### src/txph_params.svh
// Constants of the transmit packet-handler control slice.
// Assumes inclusion by txph_pkg.sv, the design file and the bench.
`ifndef TXPH_PARAMS_SVH
`define TXPH_PARAMS_SVH

`define TXPH_ADDR_ACCESS   7'h30
`define TXPH_ADDR_STATUS   7'h31
`define TXPH_ACCESS_RESET  8'h00
`define TXPH_BIT_LSBFIRST  6
`define TXPH_BIT_CRCDONLY  5
`define TXPH_BIT_FRAME_EN  3
`define TXPH_BIT_CRC_EN    2
`define TXPH_POLY_HI       1
`define TXPH_POLY_LO       0
`define TXPH_BIT_PKTX      1
`define TXPH_BIT_PKSENT    0
`define TXPH_SRC_FIFO      2'h2
`define TXPH_POLY_CCITT    16'h1021
`define TXPH_POLY_IBM      16'h8005
`define TXPH_POLY_IEC      16'h3d65
`define TXPH_POLY_BAICH    16'h8bb7
`define TXPH_CRC_INIT      16'hffff
`define TXPH_PREAMBLE_BYTE 8'haa
`define TXPH_PREAMBLE_NUM  3'h4
`define TXPH_SYNC_HI       8'h2d
`define TXPH_SYNC_LO       8'hd4
`define TXPH_SYNC_NUM      3'h2
`define TXPH_CRC_NUM       3'h2
`define TXPH_BIT_RATE_HZ   1000000
`define TXPH_CLK_HZ        40000000
`define TXPH_BIT_DIV       (`TXPH_CLK_HZ / `TXPH_BIT_RATE_HZ)
`define TXPH_FIFO_DEPTH    8
`define TXPH_BYTE_W        8

`endif

### src/txph_pkg.sv
// Types shared by the transmit packet-handler control slice.
// Assumes txph_params.svh sits in the same folder.
`include "txph_params.svh"

package txph_pkg;
    typedef logic [7:0]  txph_byte_t;
    typedef logic [15:0] txph_crc_t;
    typedef enum logic [2:0] {
        TXPH_IDLE, TXPH_PRE, TXPH_SYNC, TXPH_PAY, TXPH_CRC, TXPH_RAW, TXPH_DONE
    } txph_state_e;
endpackage : txph_pkg
### src/txph_packet_handler.sv
// Transmit packet-handler control: access-control and status registers,
// an 8-word byte FIFO and a serialiser with optional framing and CRC.
// Assumes a single 40 MHz clock, synchronous register strobes from the
// serial interface, and a modulator that takes one bit per txBitStrobe.
`timescale 1ns/1ps
`include "txph_params.svh"

// ************************************************************
// Byte FIFO
// ************************************************************
module txph_fifo #(
    parameter int WIDTH = 8,
    parameter int DEPTH = 8
) (
    input  wire logic             clk,
    input  wire logic             rst_n,
    input  wire logic [WIDTH-1:0] inData,
    input  wire logic             inValid,
    output logic                  inReady,
    output logic [WIDTH-1:0]      outData,
    output logic                  outValid,
    input  wire logic             outReady
);
    localparam int AW = $clog2(DEPTH);
    logic [WIDTH-1:0] mem [DEPTH];
    logic [AW-1:0]    wrPtr_reg, wrPtr_next, rdPtr_reg, rdPtr_next;
    logic [AW:0]      count_reg, count_next;
    logic             space_reg, space_next, empty_reg, empty_next;
    logic             doWr, doRd;

    // Space and empty are registered so ready/valid seen outside come from flops
    always_comb begin
        doWr       = inValid && space_reg;
        doRd       = outReady && !empty_reg;
        wrPtr_next = doWr ? AW'(wrPtr_reg + 1'b1) : wrPtr_reg;
        rdPtr_next = doRd ? AW'(rdPtr_reg + 1'b1) : rdPtr_reg;
        count_next = count_reg;
        if (doWr && !doRd) begin
            count_next = (AW+1)'(count_reg + 1'b1);
        end else if (doRd && !doWr) begin
            count_next = (AW+1)'(count_reg - 1'b1);
        end
        space_next = (count_next != (AW+1)'(DEPTH));
        empty_next = (count_next == '0);
    end

    always_ff @(posedge clk) begin
        if (!rst_n) begin
            wrPtr_reg <= '0;
            rdPtr_reg <= '0;
            count_reg <= '0;
            // Not ready in reset, so no byte lands before the pointers settle
            space_reg <= 1'b0;
            empty_reg <= 1'b1;
        end else begin
            wrPtr_reg <= wrPtr_next;
            rdPtr_reg <= rdPtr_next;
            count_reg <= count_next;
            space_reg <= space_next;
            empty_reg <= empty_next;
        end
    end

    always_ff @(posedge clk) begin
        if (doWr) begin
            mem[wrPtr_reg] <= inData;
        end
    end

    assign inReady  = space_reg;
    assign outValid = !empty_reg;
    assign outData  = mem[rdPtr_reg];
endmodule : txph_fifo

module txph_packet_handler (
    input  wire logic                clk,
    input  wire logic                rst_n,
    input  wire logic                regWrEn,
    input  wire logic                regRdEn,
    input  wire logic [6:0]          regAddr,
    input  wire txph_pkg::txph_byte_t regWrData,
    output txph_pkg::txph_byte_t     regRdData,
    input  wire logic [1:0]          modSource,
    input  wire txph_pkg::txph_byte_t payloadLen,
    input  wire logic                txStart,
    input  wire txph_pkg::txph_byte_t fifoInData,
    input  wire logic                fifoInValid,
    output logic                     fifoInReady,
    output logic                     txBit,
    output logic                     txBitStrobe,
    output logic                     pktSentEvent
);
    import txph_pkg::*;

    localparam int DIV_W = $clog2(`TXPH_BIT_DIV);

    txph_state_e state_reg, state_next;
    txph_byte_t  access_reg, access_next, rdData_reg, rdData_next;
    txph_byte_t  shift_reg, shift_next, cnt_reg, cnt_next;
    txph_crc_t   crc_reg, crc_next, crcSnap_reg, crcSnap_next, poly;
    logic [2:0]  bitIdx_reg, bitIdx_next;
    logic [DIV_W-1:0] div_reg, div_next;
    logic        have_reg, have_next, crcByte_reg, crcByte_next;
    logic        sent_reg, sent_next, txBit_reg, txBit_next;
    logic        strobe_reg, strobe_next, event_reg, event_next;
    logic        bitEn, framed, curBit, pop, fbk;
    txph_byte_t  fifoOutData;
    logic        fifoOutValid, fifoReady;

    // ************************************************************
    // Data buffer
    // ************************************************************
    txph_fifo #(
        .WIDTH (`TXPH_BYTE_W),
        .DEPTH (`TXPH_FIFO_DEPTH)
    ) u_fifo (
        .clk      (clk),
        .rst_n    (rst_n),
        .inData   (fifoInData),
        .inValid  (fifoInValid),
        .inReady  (fifoReady),
        .outData  (fifoOutData),
        .outValid (fifoOutValid),
        .outReady (pop)
    );

    // ************************************************************
    // Bit-rate divider and framer
    // ************************************************************
    // framing gate
    assign framed = access_reg[`TXPH_BIT_FRAME_EN] && (modSource == `TXPH_SRC_FIFO);
    assign bitEn  = (div_reg == DIV_W'(`TXPH_BIT_DIV - 1));
    assign curBit = access_reg[`TXPH_BIT_LSBFIRST] ? shift_reg[bitIdx_reg]
                                                    : shift_reg[3'h7 - bitIdx_reg];

    always_comb begin
        case (access_reg[`TXPH_POLY_HI:`TXPH_POLY_LO])
            2'h0:    poly = `TXPH_POLY_CCITT;
            2'h1:    poly = `TXPH_POLY_IBM;
            2'h2:    poly = `TXPH_POLY_IEC;
            default: poly = `TXPH_POLY_BAICH;
        endcase
    end

    always_comb begin
        state_next   = state_reg;
        shift_next   = shift_reg;
        cnt_next     = cnt_reg;
        crc_next     = crc_reg;
        crcSnap_next = crcSnap_reg;
        bitIdx_next  = bitIdx_reg;
        have_next    = have_reg;
        crcByte_next = crcByte_reg;
        sent_next    = sent_reg;
        txBit_next   = txBit_reg;
        strobe_next  = 1'b0;
        event_next   = 1'b0;
        pop          = 1'b0;
        fbk          = curBit ^ crc_reg[15];
        div_next     = bitEn ? '0 : DIV_W'(div_reg + 1'b1);
        if (have_reg && bitEn) begin
            txBit_next  = curBit;
            strobe_next = 1'b1;
            bitIdx_next = 3'(bitIdx_reg + 1'b1);
            have_next   = (bitIdx_reg != 3'h7);
            if (crcByte_reg) begin
                crc_next = fbk ? ((crc_reg << 1) ^ poly) : (crc_reg << 1);
            end
        end
        if (!have_reg) begin
            case (state_reg)
                TXPH_IDLE: begin
                    if (txStart) begin
                        // raw path when framing is off
                        state_next = framed ? TXPH_PRE : TXPH_RAW;
                        cnt_next   = '0;
                        crc_next   = `TXPH_CRC_INIT;
                        sent_next  = 1'b0;
                    end
                end
                TXPH_PRE: begin
                    if (cnt_reg < 8'(`TXPH_PREAMBLE_NUM)) begin
                        shift_next   = `TXPH_PREAMBLE_BYTE;
                        have_next    = 1'b1;
                        crcByte_next = 1'b0;
                        cnt_next     = 8'(cnt_reg + 1'b1);
                    end else begin
                        state_next = TXPH_SYNC;
                        cnt_next   = '0;
                    end
                end
                TXPH_SYNC: begin
                    if (cnt_reg < 8'(`TXPH_SYNC_NUM)) begin
                        shift_next = (cnt_reg == '0) ? `TXPH_SYNC_HI : `TXPH_SYNC_LO;
                        have_next  = 1'b1;
                        // scope: sync bytes excluded when payload-only
                        crcByte_next = access_reg[`TXPH_BIT_CRC_EN] &&
                                       !access_reg[`TXPH_BIT_CRCDONLY];
                        cnt_next     = 8'(cnt_reg + 1'b1);
                    end else begin
                        state_next = TXPH_PAY;
                        cnt_next   = '0;
                    end
                end
                TXPH_PAY: begin
                    if (cnt_reg < payloadLen) begin
                        // Waits on an empty FIFO rather than sending filler
                        if (fifoOutValid) begin
                            pop          = 1'b1;
                            shift_next   = fifoOutData;
                            have_next    = 1'b1;
                            crcByte_next = access_reg[`TXPH_BIT_CRC_EN];
                            cnt_next     = 8'(cnt_reg + 1'b1);
                        end
                    end else if (access_reg[`TXPH_BIT_CRC_EN]) begin
                        state_next   = TXPH_CRC;
                        crcSnap_next = crc_reg;
                        cnt_next     = '0;
                    end else begin
                        state_next = TXPH_DONE;
                    end
                end
                TXPH_CRC: begin
                    if (cnt_reg < 8'(`TXPH_CRC_NUM)) begin
                        shift_next   = (cnt_reg == '0) ? crcSnap_reg[15:8] : crcSnap_reg[7:0];
                        have_next    = 1'b1;
                        crcByte_next = 1'b0;
                        cnt_next     = 8'(cnt_reg + 1'b1);
                    end else begin
                        state_next = TXPH_DONE;
                    end
                end
                TXPH_RAW: begin
                    if (fifoOutValid) begin
                        pop          = 1'b1;
                        shift_next   = fifoOutData;
                        have_next    = 1'b1;
                        crcByte_next = 1'b0;
                    end else begin
                        state_next = TXPH_DONE;
                    end
                end
                TXPH_DONE: begin
                    sent_next  = 1'b1;
                    event_next = 1'b1;
                    state_next = TXPH_IDLE;
                end
                default: state_next = TXPH_IDLE;
            endcase
        end
    end

    // ************************************************************
    // Registers
    // ************************************************************
    always_comb begin
        access_next = access_reg;
        rdData_next = rdData_reg;
        if (regWrEn && regAddr == `TXPH_ADDR_ACCESS) begin
            access_next = regWrData;
        end
        if (regRdEn) begin
            case (regAddr)
                `TXPH_ADDR_ACCESS: rdData_next = access_reg;
                // transmitting bit, read has no side effect
                `TXPH_ADDR_STATUS: begin
                    rdData_next                   = 8'h00;
                    rdData_next[`TXPH_BIT_PKTX]   = (state_reg != TXPH_IDLE);
                    rdData_next[`TXPH_BIT_PKSENT] = sent_reg;
                end
                default:           rdData_next = 8'h00;
            endcase
        end
    end

    always_ff @(posedge clk) begin
        if (!rst_n) begin
            state_reg   <= TXPH_IDLE;
            access_reg  <= `TXPH_ACCESS_RESET;
            rdData_reg  <= 8'h00;
            shift_reg   <= 8'h00;
            cnt_reg     <= 8'h00;
            crc_reg     <= `TXPH_CRC_INIT;
            crcSnap_reg <= 16'h0000;
            bitIdx_reg  <= 3'h0;
            div_reg     <= '0;
            have_reg    <= 1'b0;
            crcByte_reg <= 1'b0;
            sent_reg    <= 1'b0;
            txBit_reg   <= 1'b0;
            strobe_reg  <= 1'b0;
            event_reg   <= 1'b0;
        end else begin
            state_reg   <= state_next;
            access_reg  <= access_next;
            rdData_reg  <= rdData_next;
            shift_reg   <= shift_next;
            cnt_reg     <= cnt_next;
            crc_reg     <= crc_next;
            crcSnap_reg <= crcSnap_next;
            bitIdx_reg  <= bitIdx_next;
            div_reg     <= div_next;
            have_reg    <= have_next;
            crcByte_reg <= crcByte_next;
            sent_reg    <= sent_next;
            txBit_reg   <= txBit_next;
            strobe_reg  <= strobe_next;
            event_reg   <= event_next;
        end
    end

    // Ready is the FIFO's own space flop, so it and the write gate never disagree
    assign fifoInReady  = fifoReady;
    assign regRdData    = rdData_reg;
    assign txBit        = txBit_reg;
    assign txBitStrobe  = strobe_reg;
    assign pktSentEvent = event_reg;
endmodule : txph_packet_handler

### config.mk
export PLATFORM = sky130hd
export DESIGN_NAME = txph_packet_handler
export DESIGN_NICKNAME = d
export VERILOG_FILES = /design/src/txph_pkg.sv /design/src/txph_packet_handler.sv
export VERILOG_INCLUDE_DIRS = /design/src
export SDC_FILE = /design/constraint.sdc
export NUM_CORES = 1
export LEC_CHECK = 0
export ABC_CLOCK_PERIOD_IN_PS = 2400
export BUFFER_PORTS_ARGS = -buffer_cell sky130_fd_sc_hd__buf_2
export CAP_MARGIN = 0
export CORE_AREA = 2 2 167 87
export DETAILED_ROUTE_END_ITERATION = 8
export DIE_AREA = 0 0 169 89
export PLACE_DENSITY = 0.76
export SYNTH_ARGS = -nofsm -noshare
export SYNTH_HDL_FRONTEND = slang
export SYNTH_SLANG_ARGS = --single-unit
### constraint.sdc
create_clock -name clk -period 2.4 [get_ports clk]
set_input_delay 0.12 -clock clk [delete_from_list [all_inputs] [get_ports clk]]
set_output_delay 0.12 -clock clk [all_outputs]
set_load 0.02 [all_outputs]
==> results.yml <==
outcome:
  status: "finished with violations"
  failed_checks: "setup timing"
sta:
  rsz0062_at_grt: "true"
  timing.final.crit_share_pct: 103
  setup_ws_ns: -0.0628
  setup_viol: 10
  maxSlewViolCount: 0
  hold_violations: 0
  worstMarginPinSlew_ns: 0.778
  fmax_ghz: 0.406
  fin_crit_ns: 2.46
  relSlewSlack_pct: 47.8
  skew_ns: 0.0172
global_route:
  grt_max_degree: 39
  grt_pass1_vias: 5362
  antenna_found_initial: 0
  grt_pass1_wl_um: 26800
  met3_usage_pct: 4.25
  use_met1_pct: 29.8
  track_usage_pct: 23.3
  top_usage_layer: "met2"
  use_met2_pct: 39.9
  grt_overflow: 0
detailed_routing:
  firstDrtPassIters: 8
  routed-via-count: 5519
  drt_iter0_drc: 524
  ant_nets: 0
  wire_per_inst_um: 18.2
  drc_errors: 0
  wl_um: 17500
  vias_per_cell: 5.77
worst_setup_path:
  crit_path_end_kind: "flip-flop"
  r2r-end: "cnt_reg[3]$_SDFFE_PN0P_"
  reg2reg_depth: 10
  critPathBufInv: 2
  r2r_slack_ns: -0.06
  cp.depth: 10
  slowest_delay_ns: 0.36
  path_max_fanout: 6
  path_cells: "ha_4 > and4_1 > o21ai_2 > o221a_4 > buf_6 > a2111oi_4 > a22oi_2 > buf_6 > or3_4 > a21oi_2"
  cp.arrival_ns: 2.84
  critPathLaunchType: "flip-flop"
  path_delay_family: "compound AO/OA/AOI/OAI gates"
  critical_path_class: "reg -> reg"
  crit_top_cell: "buf_6"
  worst_ep_required_time_ns: 2.77
  regToRegStartpoint: "cnt_reg[7]$_SDFFE_PN0P_"
  crit_slowest_cell: "or3_4"
yosys:
  synth_warnings: 0
  synth.area.top_cells: "dfxtp_1 (27%), edfxtp_1 (27%), mux4_2 (6.6%)"
  syn_area_per_cell_sq_um: 10.9
  synth_area_leader_cell: "dfxtp_1"
  synthesis.area_sq_um: 7180
  syn_inst: 656
  synth_edf_count: 64
  synth-main-ff-cell: "dfxtp_1"
  synth_nets: 714
  async_flop_share_pct: 0
  synth_top_area_share_pct: 27.1
  seq_area_frac_synth_pct: 53.8
  yosys_register_bits: 161
  ys_types: 56
clocking:
  cts_root_buf: "clkbuf_16"
  cts_inserted_buffers: 17
  htree_levels: 4
  insertion_delay_ns: 0.43
  cts_tree: "yes"
  clk_pin_slew_ns: 0.08
  clock_sinks: 161
  clockBufferDepth: 2
flow_run:
  max-cap-violations: 0
final_layout:
  fin_nets: 826
  nFillCells: 924
  n_antenna_cell: 0
  layout_common_cells: "dfxtp_1 (90), nor2_1 (85), edfxtp_1 (64)"
  final_layout_size_suffix_gt1_share_pct: 27.5
  syn_to_final_growth_pct: 26.8
  largest_register_ffs: 64
  layout_commonest_cell: "dfxtp_1"
  instances_no_fill: 957
min_path:
  hold_end: "regRdData[0]$_SDFFE_PN0P_"
  hold_path_class: "in -> reg"
  min_delay_path_depth: 4
  min_from: "regAddr[3]"
power_and_ir_drop:
  total_power_mw: 7.69
  power_density_nw_per_um2: 845
  p_leak_nw: 3.35
  ir_drop_v: 0.000581
placed_design:
  io_buffers: 50
  hpwl_um: 10700
  gp_congestion: 0.826
  placed_cells: 902
die:
  chipWidth_um: 169
  die-area_sq_um: 15000
  die_h_um: 89
  start_util_pct: 53.4
  ios: 51
  row_count: 30
  core_sq_um: 13400
==> routing by layer <==
layer / vias to the layer above / part of all wire, %
li1: 2599 / -
met1: 2690 / 44
met2: 182 / 48
met3: 48 / 5.1
met4: 0 / 3.0
met5: - / 0
==> worst min-delay path, stage by stage <==
cell	delay, ns
buf_2	0.08
nor3_1	0.05
nand3_1	0.08
a21oi_1	0.06
==> final cells by class <==
| type | instances | area [sq um] | share of cell area (%) |
|---|---|---|---|
| sequential | 161 | 3870 | 42.6 |
| multi-input combinational | 439 | 3420 | 37.5 |
| timing repair buffer | 124 | 921 | 10.1 |
| clock buffer | 17 | 425 | 4.67 |
| tap | 176 | 220 | 2.42 |
| clock inverter | 15 | 151 | 1.66 |
| inverter | 25 | 93.8 | 1.03 |
==> cell families after synthesis <==
family / Yosys count / share of synthesized area [%]
and+or+nand+nor: 221 / 14.3
DFF: 161 / 53.8
AOI/OAI and AO/OA: 106 / 8.93
muxes: 65 / 12.7
buffers and inverters: 56 / 3.17
xor gates and xnor gates: 28 / 3.68
adders and majority gates: 19 / 3.31
==> how the worst max path moves through the flow <==
| stage | slack (ns) | to | from |
|---|---|---|---|
| 2_1_floorplan | -0.03 | crcByte_reg$_SDFFE_PN0P_ | cnt_reg[2]$_SDFFE_PN0P_ |
| 3_3_place_gp | -0.04 | shift_reg[7]$_SDFFE_PN0P_ | cnt_reg[2]$_SDFFE_PN0P_ |
| 3_5_place_dp | -0.17 | shift_reg[5]$_SDFFE_PN0P_ | cnt_reg[2]$_SDFFE_PN0P_ |
| 4_1_cts | -0.08 | crcByte_reg$_SDFFE_PN0P_ | cnt_reg[2]$_SDFFE_PN0P_ |
| 5_1_grt | -0.11 | cnt_reg[3]$_SDFFE_PN0P_ | cnt_reg[7]$_SDFFE_PN0P_ |
| 6_report | -0.06 | cnt_reg[3]$_SDFFE_PN0P_ | cnt_reg[7]$_SDFFE_PN0P_ |
==> where the power goes <==
group / leakage, nW / total (mW) / switching [mW] / internal (mW)
clock: 0.280 / 2.63 / 1.25 / 1.38
sequential: 1.37 / 3.13 / 0.152 / 2.97
combinational: 1.70 / 1.94 / 1.06 / 0.872
total: 3.35 / 7.69 / 2.47 / 5.23
==> cells in the mapped netlist (all sizes together), types with 2 or more instances <==
library cell	n
nand2	48
a2111oi	2
o22ai	9
buf	14
nor2	86
ha	19
inv	25
clkbuf	17
o21ai	15
dfxtp	97
nor3	11
o211ai	2
mux4	21
nor4	7
mux2i	44
edfxtp	64
o31a	2
nand3b	2
o31ai	4
nand4	5
xnor2	16
and2	4
or2	2
a211oi	6
or3	8
nand2b	8
nor2b	8
nand3	26
a211o	2
xor2	12
a21oi	55
==> through the flow <==
stage               setup TNS (ns)  util [%]  setup slack [ns]  cell area, sq um  hold WS, ns
floorplan                  -0.0295         -           -0.0295              7190        0.219
global placement            -0.164      59.1           -0.0431              7940        0.383
detailed placement           -1.07      59.1            -0.167              7940        0.383
CTS                         -0.902      66.2           -0.0766              8900       0.0256
global route                 -1.60      67.7            -0.107              9100       0.0600
finish                      -0.333      67.7           -0.0628              9100       0.0242
==> repair_timing <==
action / in CTS / in global routing
resized for setup: 37 / 36
endpoints found under the setup margin: 21 / 45
pin swaps: 21 / 16
hold buffers: 16 / 0
setup buffers: 2 / 3
endpoints found under the hold margin: 70 / 0
cloned: 2 / 0
Power figures use the tool's default switching activity.
